<file path="config.mk">
export PLATFORM = sky130hd
export DESIGN_NAME = pwm_master_time_base
export DESIGN_NICKNAME = d
export VERILOG_FILES = /design/src/hw/pwm_time_base_pkg.sv /design/src/hw/clock_prescaler.sv /design/src/hw/chop_clock_gen.sv /design/src/hw/pwm_master_time_base.sv
export VERILOG_INCLUDE_DIRS = /design/src /design/src/hw
export SDC_FILE = /design/constraint.sdc
export NUM_CORES = 1
export LEC_CHECK = 0
export ABC_CLOCK_PERIOD_IN_PS = 2500
export BUFFER_PORTS_ARGS = -buffer_cell sky130_fd_sc_hd__buf_2
export CAP_MARGIN = 10
export CELL_PAD_IN_SITES_DETAIL_PLACEMENT = 2
export CELL_PAD_IN_SITES_GLOBAL_PLACEMENT = 2
export CORE_MARGIN = 2
export CORE_UTILIZATION = 33
export CTS_CLUSTER_DIAMETER = 50
export DETAILED_ROUTE_END_ITERATION = 16
export PLACE_DENSITY_LB_ADDON = 0.1
export REMOVE_ABC_BUFFERS = 1
export SYNTH_ARGS = -nofsm -noshare
export SYNTH_HDL_FRONTEND = slang
export SYNTH_SLANG_ARGS = --single-unit
</file>
<file path="constraint.sdc">
create_clock -name clk -period 2.5 [get_ports clk]
set_clock_uncertainty 0.05 [all_clocks]
set_input_delay 0.375 -clock clk [delete_from_list [all_inputs] [get_ports clk]]
set_output_delay 0.375 -clock clk [all_outputs]
set_load 0.005 [all_outputs]
</file>
<file path="src/hw/pwm_time_base_defs.svh">
`ifndef PWM_TIME_BASE_DEFS_SVH
`define PWM_TIME_BASE_DEFS_SVH

// register offsets (word addresses on the plain register port)
`define OFF_TIME_BASE_CONTROL 4'h0
`define OFF_CLOCK_PRESCALE 4'h1
`define OFF_MASTER_PERIOD 4'h2
`define OFF_SPECIAL_EVENT_CMP 4'h3
`define OFF_CHOP_CLOCK 4'h4
`define OFF_MASTER_COUNTER 4'h5

// time-base control field positions
`define TBC_ENABLE_BIT 15
`define TBC_IDLE_STOP_BIT 13
`define TBC_SE_PENDING_BIT 12
`define TBC_SE_IRQ_EN_BIT 11
`define TBC_IMM_UPDATE_BIT 10
`define TBC_SYNC_POL_BIT 9
`define TBC_SYNC_OEN_BIT 8
`define TBC_EXT_SYNC_EN_BIT 7
`define TBC_SYNC_SRC_HI 6
`define TBC_SYNC_SRC_LO 4
`define TBC_POSTSCALE_HI 3
`define TBC_POSTSCALE_LO 0

// chop register fields
`define CHOP_ENABLE_BIT 15
`define CHOP_DIV_HI 9

// reset values
`define RST_TIME_BASE_CONTROL 16'h0000
`define RST_CLOCK_PRESCALE 3'h0
`define RST_MASTER_PERIOD 16'hFFF8
`define RST_SPECIAL_EVENT_CMP 16'h0000
`define RST_CHOP_DIV 10'h000

// writable masks and reserved select codes
`define MASK_TIME_BASE_CONTROL 16'hAFFF
`define SYNC_SRC_RESERVED 3'h7
`define PRESCALE_RESERVED 3'h7

`endif

</file>
<file path="src/hw/pwm_time_base_pkg.sv">
package pwm_time_base_pkg;

    typedef struct packed {
        logic [3:0] addr;
        logic [15:0] wdata;
        logic wr;
        logic rd;
    } reg_req_s;

    typedef struct packed {
        logic enable;
        logic idleStop;
        logic seIrqEnable;
        logic immUpdate;
        logic syncPolInvert;
        logic syncOutEnable;
        logic extSyncEnable;
        logic [2:0] syncSource;
        logic [3:0] postscale;
    } tb_ctrl_s;

endpackage

</file>
<file path="src/hw/clock_prescaler.sv">
`timescale 1ns/1ps
`include "pwm_time_base_defs.svh"

// emits one tick every 2**sel clocks while running; sel 7 yields no tick
module clock_prescaler (
    // clock and reset
    input wire logic clk,
    input wire logic resetn,
    // control
    input wire logic run,
    input wire logic [2:0] sel,
    // tick out
    output logic tick
);
    logic [5:0] count_q;
    logic [5:0] limit;

    always_comb begin
        limit = 6'(7'h7F >> (3'h7 - sel)) & 6'h3F;
        if (sel == 3'h0) begin
            limit = 6'h00;
        end
    end

    always_ff @(posedge clk) begin
        if (!resetn || !run || sel == `PRESCALE_RESERVED) begin
            count_q <= 6'h00;
        end else if (count_q >= limit) begin
            count_q <= 6'h00;
        end else begin
            count_q <= count_q + 6'h01;
        end
    end

    assign tick = run && sel != `PRESCALE_RESERVED && count_q >= limit;
endmodule // clock_prescaler

</file>
<file path="src/hw/chop_clock_gen.sv">
`timescale 1ns/1ps
`include "pwm_time_base_defs.svh"

// divides prescaled ticks by (div + 1) and toggles the chop clock each wrap
module chop_clock_gen (
    // clock and reset
    input wire logic clk,
    input wire logic resetn,
    // control
    input wire logic enable,
    input wire logic tick,
    input wire logic [9:0] div,
    // chop clock
    output logic chopClk
);
    logic [9:0] count_q;
    logic chop_q;

    always_ff @(posedge clk) begin
        if (!resetn || !enable) begin
            count_q <= 10'h000;
            chop_q <= 1'b0;
        end else if (tick) begin
            if (count_q >= div) begin
                count_q <= 10'h000;
                chop_q <= ~chop_q;
            end else begin
                count_q <= count_q + 10'h001;
            end
        end
    end

    assign chopClk = chop_q;
endmodule // chop_clock_gen

</file>
<file path="src/hw/pwm_master_time_base.sv">
`timescale 1ns/1ps
`include "pwm_time_base_defs.svh"

module pwm_master_time_base
    import pwm_time_base_pkg::*;
(
    // clock and reset
    input wire logic clk,
    input wire logic resetn,
    // register port
    input wire logic [3:0] regAddr,
    input wire logic [15:0] regWdata,
    input wire logic regWr,
    input wire logic regRd,
    output logic [15:0] regRdata,
    // system
    input wire logic cpuIdle,
    // external sync sources, one per select code 0..6
    input wire logic [6:0] syncSources,
    // outputs
    output logic syncOutPin,
    output logic syncOutEn,
    output logic specialEventTrigger,
    output logic specialEventIrq,
    output logic chopClock,
    output logic cycleStart
);
    reg_req_s req;
    tb_ctrl_s ctrl_q;
    logic sePending_q;
    logic [2:0] prescale_q;
    logic [15:0] periodBuf_q;
    logic [15:0] periodAct_q;
    logic [15:0] compare_q;
    logic chopEn_q;
    logic [9:0] chopDiv_q;
    logic [15:0] counter_q;
    logic [15:0] rdata_q;
    logic syncPrev_q;
    logic syncOut_q;
    logic syncOutEn_q;
    logic trig_q;
    logic irq_q;
    logic chop_q;
    logic cycle_q;
    logic running;
    logic tick;
    logic chopRaw;
    logic syncSel;
    logic syncLevel;
    logic syncEdge;
    logic wrap;
    logic match;
    logic wrCtrl;
    logic wrPeriod;

    assign req = '{addr: regAddr, wdata: regWdata, wr: regWr, rd: regRd};
    assign wrCtrl = req.wr && req.addr == `OFF_TIME_BASE_CONTROL;
    assign wrPeriod = req.wr && req.addr == `OFF_MASTER_PERIOD;

    // counter advances only when enabled and not stopped by idle
    assign running = ctrl_q.enable && !(ctrl_q.idleStop && cpuIdle);

    clock_prescaler u_prescaler (
        .clk(clk),
        .resetn(resetn),
        .run(running),
        .sel(prescale_q),
        .tick(tick)
    );

    chop_clock_gen u_chop (
        .clk(clk),
        .resetn(resetn),
        .enable(chopEn_q && ctrl_q.enable),
        .tick(tick),
        .div(chopDiv_q),
        .chopClk(chopRaw)
    );

    // sync source mux; reserved code selects nothing
    always_comb begin
        syncSel = 1'b0;
        if (ctrl_q.syncSource != `SYNC_SRC_RESERVED) begin
            syncSel = syncSources[ctrl_q.syncSource];
        end
    end

    assign syncLevel = syncSel ^ ctrl_q.syncPolInvert;
    assign syncEdge = ctrl_q.extSyncEnable && syncLevel && !syncPrev_q;
    assign wrap = tick && counter_q >= periodAct_q;
    assign match = tick && counter_q == compare_q;

    always_ff @(posedge clk) begin
        if (!resetn) begin
            syncPrev_q <= 1'b0;
        end else begin
            syncPrev_q <= syncLevel;
        end
    end

    // control register
    always_ff @(posedge clk) begin
        if (!resetn) begin
            ctrl_q <= tb_ctrl_s'(14'h0000);
        end else if (wrCtrl) begin
            ctrl_q.enable <= req.wdata[`TBC_ENABLE_BIT];
            ctrl_q.idleStop <= req.wdata[`TBC_IDLE_STOP_BIT];
            ctrl_q.seIrqEnable <= req.wdata[`TBC_SE_IRQ_EN_BIT];
            ctrl_q.immUpdate <= req.wdata[`TBC_IMM_UPDATE_BIT];
            ctrl_q.syncPolInvert <= req.wdata[`TBC_SYNC_POL_BIT];
            ctrl_q.syncOutEnable <= req.wdata[`TBC_SYNC_OEN_BIT];
            ctrl_q.extSyncEnable <= req.wdata[`TBC_EXT_SYNC_EN_BIT];
            ctrl_q.syncSource <=
                req.wdata[`TBC_SYNC_SRC_HI:`TBC_SYNC_SRC_LO];
            ctrl_q.postscale <=
                req.wdata[`TBC_POSTSCALE_HI:`TBC_POSTSCALE_LO];
        end
    end

    // pending flag: hardware only; set on match, cleared when irq disabled
    always_ff @(posedge clk) begin
        if (!resetn) begin
            sePending_q <= 1'b0;
        end else if (match && ctrl_q.enable) begin
            sePending_q <= 1'b1;
        end else if (!ctrl_q.seIrqEnable) begin
            sePending_q <= 1'b0;
        end
    end

    // prescale, compare and chop registers
    always_ff @(posedge clk) begin
        if (!resetn) begin
            prescale_q <= `RST_CLOCK_PRESCALE;
            compare_q <= `RST_SPECIAL_EVENT_CMP;
            chopEn_q <= 1'b0;
            chopDiv_q <= `RST_CHOP_DIV;
        end else if (req.wr) begin
            if (req.addr == `OFF_CLOCK_PRESCALE) begin
                prescale_q <= req.wdata[2:0];
            end
            if (req.addr == `OFF_SPECIAL_EVENT_CMP) begin
                compare_q <= req.wdata;
            end
            if (req.addr == `OFF_CHOP_CLOCK) begin
                chopEn_q <= req.wdata[`CHOP_ENABLE_BIT];
                chopDiv_q <= req.wdata[`CHOP_DIV_HI:0];
            end
        end
    end

    // period buffer and active period
    always_ff @(posedge clk) begin
        if (!resetn) begin
            periodBuf_q <= `RST_MASTER_PERIOD;
            periodAct_q <= `RST_MASTER_PERIOD;
        end else begin
            if (wrPeriod) begin
                periodBuf_q <= req.wdata;
            end
            if (wrPeriod && ctrl_q.immUpdate) begin
                periodAct_q <= req.wdata;
            end else if (wrap || !ctrl_q.enable) begin
                periodAct_q <= periodBuf_q;
            end
        end
    end

    // primary master counter
    always_ff @(posedge clk) begin
        if (!resetn || !ctrl_q.enable) begin
            counter_q <= 16'h0000;
        end else if (syncEdge) begin
            counter_q <= 16'h0000;
        end else if (wrap) begin
            counter_q <= 16'h0000;
        end else if (tick) begin
            counter_q <= counter_q + 16'h0001;
        end
    end

    // event and sync outputs, all registered
    always_ff @(posedge clk) begin
        if (!resetn) begin
            trig_q <= 1'b0;
            irq_q <= 1'b0;
            syncOut_q <= 1'b0;
            syncOutEn_q <= 1'b0;
            chop_q <= 1'b0;
            cycle_q <= 1'b0;
        end else begin
            trig_q <= match && ctrl_q.enable;
            irq_q <= sePending_q && ctrl_q.seIrqEnable;
            // one-cycle sync pulse at each period start
            syncOut_q <= ((wrap || syncEdge) && ctrl_q.enable)
                ^ ctrl_q.syncPolInvert;
            syncOutEn_q <= ctrl_q.syncOutEnable;
            chop_q <= chopRaw;
            cycle_q <= (wrap || syncEdge) && ctrl_q.enable;
        end
    end

    // read data one cycle after the strobe; unmapped reads zero
    always_ff @(posedge clk) begin
        if (!resetn) begin
            rdata_q <= 16'h0000;
        end else if (req.rd) begin
            unique case (req.addr)
                `OFF_TIME_BASE_CONTROL: begin
                    rdata_q <= {ctrl_q.enable, 1'b0, ctrl_q.idleStop,
                        sePending_q, ctrl_q.seIrqEnable, ctrl_q.immUpdate,
                        ctrl_q.syncPolInvert, ctrl_q.syncOutEnable,
                        ctrl_q.extSyncEnable, ctrl_q.syncSource,
                        ctrl_q.postscale};
                end
                `OFF_CLOCK_PRESCALE: begin
                    rdata_q <= {13'h0000, prescale_q};
                end
                `OFF_MASTER_PERIOD: begin
                    rdata_q <= periodBuf_q;
                end
                `OFF_SPECIAL_EVENT_CMP: begin
                    rdata_q <= compare_q;
                end
                `OFF_CHOP_CLOCK: begin
                    rdata_q <= {chopEn_q, 5'h00, chopDiv_q};
                end
                `OFF_MASTER_COUNTER: begin
                    rdata_q <= counter_q;
                end
                default: begin
                    rdata_q <= 16'h0000;
                end
            endcase
        end else begin
            rdata_q <= 16'h0000;
        end
    end

    assign regRdata = rdata_q;
    assign syncOutPin = syncOut_q;
    assign syncOutEn = syncOutEn_q;
    assign specialEventTrigger = trig_q;
    assign specialEventIrq = irq_q;
    assign chopClock = chop_q;
    assign cycleStart = cycle_q;
endmodule // pwm_master_time_base

</file>
==> results.md, run 1 <==
* Area leader, netlist: dfxtp_1
* Arr. time, crit path at 2900 ps
* GRT Overall Usage at 25.9%
* GR Util met1 at 32.0%
* Delay-heaviest family, CP: compound AO/OA/AOI/OAI gates
* Largest net degree at the start of global routing at 59
* Worst setup EP type: flip-flop
* CTS Buf Count at 17
* Pleak at 3.63 nW
* Crit path max fanout at 6
* Period utilization at 106%
* Maxcap violations at 0
* Worst min-delay path category: input pin to flip-flop
* Count leader, synth: nand2_1
* Wire length per cell at 24.4 microns
* Final wirelength at 28,900 microns
* Die Y at 148 microns
* Worst path max stage delay at 370 ps
* Worst hold slack at 161 ps
* Post-synth top cells: 148 x nand2_1, 133 x dfxtp_1, 41 x a21boi_0, 40 x clkbuf_1, 35 x ha_1
* I/O pins at 54
* Slew @ Worst Pin at 666 ps
* Cells along the critical path: or3_1 -> ha_1 -> nand2b_4 -> a21oi_4 -> o211ai_1 -> buf_4 -> buf_4 -> a21oi_4 -> buf_12 -> buf_16 -> o2111a_1 -> a211oi_2
* RSZ-0062 raised after global routing: yes
* Post-synthesis cell area at 6870 sq um
* Failing checks: negative setup slack
* Gr busiest metal: met2
* Setup TNS at -2940 ps
* Setup crit start: prescale_q[0]$_SDFFE_PN0P_
* Clock Sink Count at 133
* Drt pass-1 iters at 5
* Clock latency on the worst-skew pair at 430 ps
* Final worst slack at -139 ps
* N_diodes at 0
* Met3 GRT Util at 5.09%
* Total gr overflow at 0
* Rel. slew slack at 55.6%
* Area grow syn2layout at 31.0%
* Largest cells by area after synthesis: dfxtp_1 39%, nand2_1 8.1%, ha_1 6.4%, a21boi_0 4.5%, xor2_1 4.3%
* Final routed DRC violation total at 0
* Syn Area/Cell at 8.60 sq um
* Ys async rst share at 0%
* Setup Crit Path Kind: flip-flop to flip-flop
* Die X at 148 microns
* Detailed placer's ending HPWL at 18,900 microns
* Fillers at 2,212
* Global-route wire length before repair at 43,100 microns
* Area of the multi-input gates at 4130 sq um
* H-tree depth at 4
* Vias post-DR at 6,673
* Final Hold Viols at 0
* Placer Congestion at 0.796
* CP Buf/Inv Count at 4
* Antenna-violating nets left at 0
* IO buf count at 53
* Vias in the first global route at 7,363
* Reg2Reg Launch Point: prescale_q[0]$_SDFFE_PN0P_
* Synth Instances at 799
* Ys flop type: dfxtp_1
* Final Power at 5.21 mW
* Clk slew on worst S/H paths at 60 ps
* CTS tree: done
* Initial antenna violation count at 0
* Slew Limit Fails at 0
* Proportion of layout cells with a drive suffix above 1 at 24.5%
* Dpl cells at 1,136
* Maximum clock path buffer count at 2
* # rows at 52
* Distinct cell type count after synthesis at 58
* Register area share after synthesis at 38.8%
* Status: finished, violations left
* Iteration-0 DRC Markers at 380
* Final min period at 2640 ps
* Required @ worst endpoint at 2760 ps
* Met2 Use GR at 45.6%
* FMAX at 379 MHz
* Peak supply drop at 0.000391 V
* Post-synth EDFFs at 0
* Yosys reg bits at 133
* CTS root buffer: clkbuf_16
* Register area at 2660 sq um
* Vias per Instance at 5.64
* Non-filler cells, final at 1,184
* Core area at 20,400 sq um
* Nets at 968
* CP max stage cell: or3_1
* Die area at 22,000 sq um
* CP startpoint kind: flip-flop
* Ys Warns at 0
* Initial core utilization at 33.7%
* Cell Pwr Density at 579 nW/um^2
* Setup Viol. Count Final at 35
* Post-cts hold buffer count at 0
* Hold wc startpoint: regWdata[12]
* Synth top area share at 38.8%
[final timing paths]
kind	end	slack (ps)	cells after the start
worst max register to register	periodAct_q[11]$_SDFFE_PN1P_	-140	12
worst max-delay path	periodAct_q[11]$_SDFFE_PN1P_	-140	12
worst min register to register	ctrl_q[2]$_SDFFE_PN0P_	430	2
worst min-delay path	periodBuf_q[12]$_SDFFE_PN1P_	160	3
[metal layers]
| metal | part of all wire [%] | vias to the layer above |
|---|---|---|
| met1 | 43 | 3393 |
| met5 | 0 | - |
| li1 | - | 3059 |
| met3 | 4.4 | 47 |
| met2 | 50 | 174 |
| met4 | 2.5 | 0 |
[final cells by class]
cell class / instances / area share (%)
Multi-Input combinational cell: 578 / 45.9
Sequential cell: 133 / 29.6
Timing Repair Buffer: 137 / 12.4
Clock buffer: 24 / 5.35
Tap cell: 270 / 3.75
Clock inverter: 8 / 1.63
Inverter: 34 / 1.42
[state kept, by name, summed over array words and instances (netlist names)]
register	flops
compare_q	16
counter_q	16
periodAct_q	16
periodBuf_q	16
regRdata	16
ctrl_q	14
chopDiv_q	10
u_chop.count_q	10
u_prescaler.count_q	6
prescale_q	3
chopClock	1
chopEn_q	1
cycleStart	1
sePending_q	1
specialEventIrq	1
specialEventTrigger	1
syncOutEn	1
syncOutPin	1
syncPrev_q	1
u_chop.chopClk	1
[placed cells by master (no fill, tap or decap), types with 22 or more instances in the layout]
cell,count
ha_1,32
a21oi_1,25
a211oi_2,23
nor3b_1,27
dfxtp_1,132
buf_4,65
nand4_1,22
nand3_1,27
xor2_1,34
inv_1,32
a21boi_0,41
nand2_1,147
buf_2,53
[through the flow]
step / instance area, sq um / utilization [%] / worst slack, ps
final: 9000 / 44.2 / -139
after global routing: 9000 / 44.2 / -222
after CTS: 8750 / 42.9 / -32.8
after detailed placement: 7840 / 38.5 / -435
after global placement: 7840 / 38.5 / -328
after floorplan: 6640 / - / -845
[kinds of logic after synthesis]
kind of cell,count (synthesis),synth area share (%)
AO/OA/AOI/OAI,183,20.4
XOR/XNOR,40,5.10
adder cells (fa/ha/maj),35,6.37
buffers and inverters,88,5.26
flip-flops,133,38.8
multiplexers,5,0.911
AND/OR/NAND/NOR,315,23.2
[repair_timing]
action,in CTS,in global routing
endpoints found under the setup margin,47,40
setup buffers,7,8
pin swaps,5,7
resized for setup,34,31
gates cloned,2,1
[tightest hold or removal path: stages]
cell and delay [ps]:
buf_2 110, nand2_1 50, nand3_1 70
[where the power goes]
group / internal (mW) / switching, mW
clock: 1.75 / 0.992
combinational: 0.123 / 0.192
sequential: 2.14 / 0.0170
total: 4.01 / 1.20
Note: power is estimated with default switching activity, not from simulation.
==> inputs of run 2 (changes only) <==
Settings changed: RECOVER_POWER set to 100, SLEW_MARGIN set to 10.
==> run 2 against run 1 <==
  * The run still ends with negative setup slack left
  * Die area unchanged
  * Cell count is the same
  * Wire length barely moved
  * Clock-buffer cell count unchanged
  * Largest cell class unchanged
  * Largest power group unchanged
==> results.md, run 2 (synthesis gave the netlist of run 1 again) <==
* Slew @ Worst Pin at 1160 ps (+492 ps)
* Rel. slew slack at 22.8% (-33 points)
* Die X at 148 microns (unchanged)
* Final wirelength at 28,900 microns (about the same)
* Placer Congestion at 0.796 (unchanged)
* Final worst slack at -140 ps (-0.515 ps)
* Sw Ratio at 22.9% (-0.085 points)
* Final min period at 2640 ps (+0.515 ps)
* Initial antenna violation count at 0 (unchanged)
* Most frequent cells in the layout: 147 x nand2_1, 132 x dfxtp_1, 59 x buf_4, 45 x a21boi_0, 36 x buf_2
* Status: finished, violations left
* Total gr overflow at 0 (unchanged)
* Clk slew on worst S/H paths at 60 ps (about the same)
* CTS Buf Count at 17 (unchanged)
* Final Power at 5.20 mW (-0.31%)
* Maxcap violations at 0 (unchanged)
* CTS root buffer: clkbuf_16
* RSZ-0062 raised after global routing: yes
* Slew Limit Fails at 0 (unchanged)
* Iteration-0 DRC Markers at 428 (+13%)
* Failing checks: negative setup slack
* N_diodes at 0 (unchanged)
* Post-cts hold buffer count at 0 (unchanged)
* Flop-to-flop setup slack at -140 ps (about the same)
* Pleak at 3.50 nW (-3.6%)
* H-tree depth at 4 (unchanged)
* Period utilization at 106% (about the same)
* I/O pins at 54 (unchanged)
* Core area at 20,400 sq um (unchanged)
* Wire length per cell at 24.4 microns (about the same)
* Setup crit start: prescale_q[0]$_SDFFE_PN0P_
* Peak supply drop at 0.000390 V (-0.30%)
* Setup TNS at -2810 ps (+129 ps)
* # rows at 52 (unchanged)
* Critical Path End: periodAct_q[11]$_SDFFE_PN1P_
* Sequential Power Share at 41.5% (about the same)
* Worst Reg-to-Reg Cells at 12 (unchanged)
* Critical R2R Capture: periodAct_q[11]$_SDFFE_PN1P_
* Vias per Instance at 5.65 (+0.19%)
* Crit path max fanout at 6 (unchanged)
* Detailed placer's ending HPWL at 18,900 microns (unchanged)
* Worst setup EP type: flip-flop
* Largest net degree at the start of global routing at 59 (unchanged)
* Register area at 2660 sq um (unchanged)
* IO buf count at 53 (unchanged)
* Reg2Reg Launch Point: prescale_q[0]$_SDFFE_PN0P_
* CP startpoint kind: flip-flop
* Arr. time, crit path at 2900 ps (about the same)
* Maximum clock path buffer count at 2 (unchanged)
* Clock network fraction of total power at 52.7% (about the same)
* Fillers at 2,234 (+0.99%)
* Cell Pwr Density at 585 nW/um^2 (+1.0%)
* Clock latency on the worst-skew pair at 430 ps (about the same)
* Internal power at 4.00 mW (-0.20%)
* Logic pwr share at 5.8% (-0.2 points)
* Global-route wire length before repair at 43,100 microns (unchanged)
* Setup Viol. Count Final at 35 (unchanged)
* FMAX at 379 MHz (about the same)
* Setup Crit Path Kind: flip-flop to flip-flop
* GRT Overall Usage at 25.9% (unchanged)
* Die area at 22,000 sq um (unchanged)
* Die Y at 148 microns (unchanged)
* Final routed DRC violation total at 0 (unchanged)
* Switching power total at 1.19 mW (-0.68%)
* Proportion of layout cells with a drive suffix above 1 at 21.6% (-3.0 points)
* CTS tree: done
* Final Hold Viols at 0 (unchanged)
* Required @ worst endpoint at 2760 ps (about the same)
* Drt pass-1 iters at 8 (+3)
* Clock Sink Count at 133 (unchanged)
* Vias post-DR at 6,686 (+0.19%)
* Antenna-violating nets left at 0 (unchanged)
* Nets at 968 (unchanged)
* Worst slack at placement at -435 ps (unchanged)
* Area of the multi-input gates at 4080 sq um (-1.1%)
* Area grow syn2layout at 29.3%
* Vias in the first global route at 7,363 (unchanged)
* Commonest non-fill, non-tap cell in the layout: nand2_1
* Initial core utilization at 33.7% (unchanged)
* Worst min-delay path category: input pin to flip-flop
-- run 2: cell types whose count changed in the layout (fill, tap and decap cells not counted), sizes merged --
cell    delta
clkbuf    +25
buf       -25
-- run 2: power by group through the flow --
stage	sequential (mW)	clock [mW]	combinational (mW)
2_1_floorplan	2.20	0	0.101
6_report	2.16	2.74	0.302
5_1_grt	2.16	2.88	0.321
3_5_place_dp	2.20	0	0.262
3_3_place_gp	2.20	0	0.254
4_1_cts	2.16	2.77	0.293
-- run 2: repair_timing --
action                     CTS  global route
hold endpoints to repair     0             0
gates resized for setup     34            31
pin swaps                    5             7
cloned                       2             1
buffers inserted             7             8
setup endpoints to repair   47            40
-- run 2: layout make-up --
| type | count | share of cell area (%) |
|---|---|---|
| Timing Repair Buffer | 137 | 11.7 |
| Clock inverter | 8 | 1.65 |
| Inverter | 34 | 1.44 |
| Clock buffer | 24 | 5.42 |
| Tap cell | 270 | 3.80 |
| Multi-Input combinational cell | 578 | 46.0 |
| Sequential cell | 133 | 30.0 |
-- run 2: metrics by stage --
step	utilization, %	cell area (sq um)	instances	hold WS [ps]
2_1_floorplan	-	6640	745	393
3_3_place_gp	38.5	7840	1136	404
3_5_place_dp	38.5	7840	1136	424
4_1_cts	42.9	8750	1177	154
5_1_grt	43.6	8880	1184	168
6_report	43.6	8880	1184	160
-- run 2: critical path, cell delays in order (launching register included) --
cell,delay (ps)
dfxtp_1,300
or3_1,370
ha_1,280
nand2b_4,150
a21oi_4,150
o211ai_1,130
buf_4,190
buf_4,140
a21oi_4,220
buf_12,160
buf_16,120
o2111a_1,210
a211oi_2,50
-- run 2: per-layer routing --
layer | wire [microns] | global-route usage (%) | vias to the layer above
met2 | 14300 | 45.6 | 173
li1 | - | - | 3063
met4 | 764 | 7.62 | 0
met5 | 0 | 0 | -
met3 | 1390 | 5.09 | 48
met1 | 12400 | 32.0 | 3402
-- run 2: worst min-delay path by stage --
| stage | start | endpoint | slack [ps] | depth (start not counted) |
|---|---|---|---|---|
| after floorplan | ctrl_q[3]$_SDFFE_PN0P_ | ctrl_q[3]$_SDFFE_PN0P_ | 390 | 2 |
| after global placement | ctrl_q[3]$_SDFFE_PN0P_ | ctrl_q[3]$_SDFFE_PN0P_ | 400 | 2 |
| after detailed placement | ctrl_q[2]$_SDFFE_PN0P_ | ctrl_q[2]$_SDFFE_PN0P_ | 420 | 2 |
| after CTS | regWdata[12] | periodBuf_q[12]$_SDFFE_PN1P_ | 150 | 3 |
| after global routing | regWdata[14] | periodBuf_q[14]$_SDFFE_PN1P_ | 170 | 3 |
| final | regWdata[12] | periodBuf_q[12]$_SDFFE_PN1P_ | 160 | 3 |
==> inputs of run 3 (changes only) <==
Settings changed: BUFFER_PORTS_ARGS -buffer_cell sky130_fd_sc_hd__buf_2 to not set, CORE_UTILIZATION 33 to 35, DONT_BUFFER_PORTS set to 1, RECOVER_POWER 100 to 50.
==> run 3 against run 2 <==
  * The flow still finishes with violations (negative setup slack)
  * Critical endpoint is now counter_q[7]$_SDFFE_PP0P_
  * Cell area decreased by 2.5%
  * Utilization up 1.2 points
  * Largest power group unchanged
  * Clock-buffer cell count is 7 lower
  * Sequential share of layout area grew 0.80 points
  * Highest routed layer unchanged
  * Worst setup slack improved by 57 ps
==> results.md, run 3 (synthesis gave the netlist of run 1 again) <==
* WL met3 at 1120 microns (-19%)
* I/O pins at 54 (unchanged)
* Slew @ Worst Pin at 1250 ps (+94.3 ps)
* Most frequent cells in the layout: 146 x nand2_1, 130 x dfxtp_1, 49 x buf_4, 43 x a21boi_0, 34 x xor2_1
* Pleak at 3.26 nW (-6.9%)
* Largest net degree at the start of global routing at 106 (+80%)
* Critical Path End: counter_q[7]$_SDFFE_PP0P_
* Final routed DRC violation total at 0 (unchanged)
* Uppermost layer routed: met4
* Crit path max fanout at 7 (+1)
* CTS tree: done
* Final Power at 5.08 mW (-2.2%)
* Reg2Reg Launch Point: periodAct_q[13]$_SDFFE_PN1P_
* Worst slack at placement at -399 ps (+36.0 ps)
* Setup Crit Path Kind: flip-flop to flip-flop
* Dpl cell area at 7480 sq um (-4.6%)
* Fillers at 2,104 (-5.8%)
* CP startpoint kind: flip-flop
* Iteration-0 DRC Markers at 292 (-32%)
* Setup Viol. Count Final at 30 (-14%)
* Nets at 908 (-6.2%)
* Antenna-violating nets left at 0 (unchanged)
* Proportion of layout cells with a drive suffix above 1 at 20.3% (-1.3 points)
* Switching power total at 1.26 mW (+5.5%)
* Sequential Power Share at 42.4% (+0.9 points)
* Global-route wire length before repair at 42,300 microns (-1.8%)
* Design area at 8660 sq um (-2.5%)
* Vias in the first global route at 7,134 (-3.1%)
* Placer Congestion at 0.848 (+6.5%)
* Final worst slack at -82.4 ps (+57.2 ps)
* Die X at 144 microns (-2.8%)
* H-tree depth at 4 (unchanged)
* Clock latency on the worst-skew pair at 440 ps (about the same)
* Metal-1 WL at 12,500 microns (+0.50%)
* Required @ worst endpoint at 2760 ps (about the same)
* # rows at 51 (-1.9%)
* CTS root buffer: clkbuf_16
* Clk slew on worst S/H paths at 60 ps (about the same)
* Critical R2R Capture: counter_q[7]$_SDFFE_PP0P_
* Total gr overflow at 0 (unchanged)
* Vias post-DR at 6,457 (-3.4%)
* Final min period at 2580 ps (-57.2 ps)
* Initial antenna violation count at 0 (unchanged)
* Flop-to-flop setup slack at -80 ps (+60 ps)
* GRT Overall Usage at 27.5% (+1.6 points)
* Initial core utilization at 35.5% (+1.8 points)
* Setup crit start: periodAct_q[13]$_SDFFE_PN1P_
* Metal2 WL at 14,100 microns (-1.8%)
* Maximum clock path buffer count at 2 (unchanged)
* RSZ-0062 raised after global routing: yes
* N_diodes at 0 (unchanged)
* Failing checks: negative setup slack
* Setup TNS at -1280 ps (+1540 ps)
* Worst Reg-to-Reg Cells at 11 (-1)
* Wire length per cell at 25.3 microns (+3.8%)
* Cell Pwr Density at 587 nW/um^2 (+0.33%)
* Final Hold Viols at 0 (unchanged)
* Peak supply drop at 0.000438 V (+12%)
* Final wirelength at 28,400 microns (-1.9%)
* Register area at 2670 sq um (about the same)
* Logic pwr share at 4.1% (-1.7 points)
* IO buf count at 0 (-100%)
* Period utilization at 103% (-2.3 points)
* Commonest non-fill, non-tap cell in the layout: nand2_1
* Drt pass-1 iters at 5 (-3)
* Detailed placer's ending HPWL at 18,300 microns (-3.2%)
* Die area at 20,800 sq um (-5.6%)
* Slew Limit Fails at 0 (unchanged)
* Die Y at 144 microns (-2.8%)
* Clock Sink Count at 133 (unchanged)
* Area grow syn2layout at 26.0%
* Arr. time, crit path at 2850 ps (-50 ps)
* Hold wc startpoint: regWdata[10]
* Vias per Instance at 5.77 (+2.2%)
* Internal power at 3.82 mW (-4.5%)
* CTS Buf Count at 17 (unchanged)
* Maxcap violations at 0 (unchanged)
* Worst setup EP type: flip-flop
* Status: finished, violations left
* Core area at 19,300 sq um (-5.1%)
* Area of the multi-input gates at 4210 sq um (+3.1%)
* Sw Ratio at 24.8% (+1.8 points)
* Worst min-delay path category: input pin to flip-flop
* Rel. slew slack at 16.6% (-6.3 points)
* FMAX at 387 MHz (+2.2%)
* Clock network fraction of total power at 53.5% (+0.8 points)
-- run 3: power by group through the flow --
stage	clock [mW]	combinational [mW]	sequential, mW
after floorplan	0	0.101	2.20
after global placement	0	0.161	2.20
after detailed placement	0	0.168	2.20
after CTS	2.75	0.197	2.15
after global routing	2.87	0.224	2.16
final	2.72	0.210	2.16
-- run 3: cell type report --
class | instances | area share, %
clock buffers | 17 | 4.91
repair buffers | 77 | 8.11
inverters | 34 | 1.47
well taps | 265 | 3.83
multi-input cells | 578 | 48.6
clock inverters | 15 | 2.25
flip-flops and latches | 133 | 30.8
-- run 3: timing repair --
item | in CTS | in global routing
resized for setup | 52 | 44
pin swaps | 27 | 9
hold endpoints to repair | 10 | 0
hold buffers | 2 | 0
endpoints found under the setup margin | 47 | 47
gates cloned | 2 | 1
buffers inserted | 10 | 5
-- run 3: worst min path at each step --
stage                              endpoint  slack (ps)  depth (start not counted)
2_1_floorplan        ctrl_q[3]$_SDFFE_PN0P_         390                          2
3_3_place_gp         ctrl_q[3]$_SDFFE_PN0P_         400                          2
3_5_place_dp        ctrl_q[12]$_SDFFE_PN0P_         420                          2
4_1_cts        periodBuf_q[12]$_SDFFE_PN1P_           3                          1
5_1_grt         periodBuf_q[5]$_SDFFE_PN1P_          20                          2
6_report       periodBuf_q[10]$_SDFFE_PN1P_          20                          2
-- run 3: per-stage QoR --
stage | instances | utilization (%) | hold slack (ps)
2_1_floorplan | 745 | - | 393
6_report | 1119 | 44.8 | 18.8
3_3_place_gp | 1070 | 38.7 | 403
4_1_cts | 1115 | 43.7 | 2.70
3_5_place_dp | 1070 | 38.7 | 423
5_1_grt | 1119 | 44.8 | 19.2
-- run 3: layer usage --
metal  GRT usage (%)  vias up
met5               0        -
met4            8.88        0
met3            5.63       43
met2            47.1      159
met1            34.6     3312
li1                -     2943
-- run 3: worst max-delay path: stages (launching register included) --
cell and delay (ps):
dfxtp_1 330, inv_1 100, ha_4 290, nand4_1 110, or3_1 400, a221o_1 280
buf_4 150, and3_4 180, o2111ai_4 220, buf_6 150, buf_12 130, a21oi_1 60
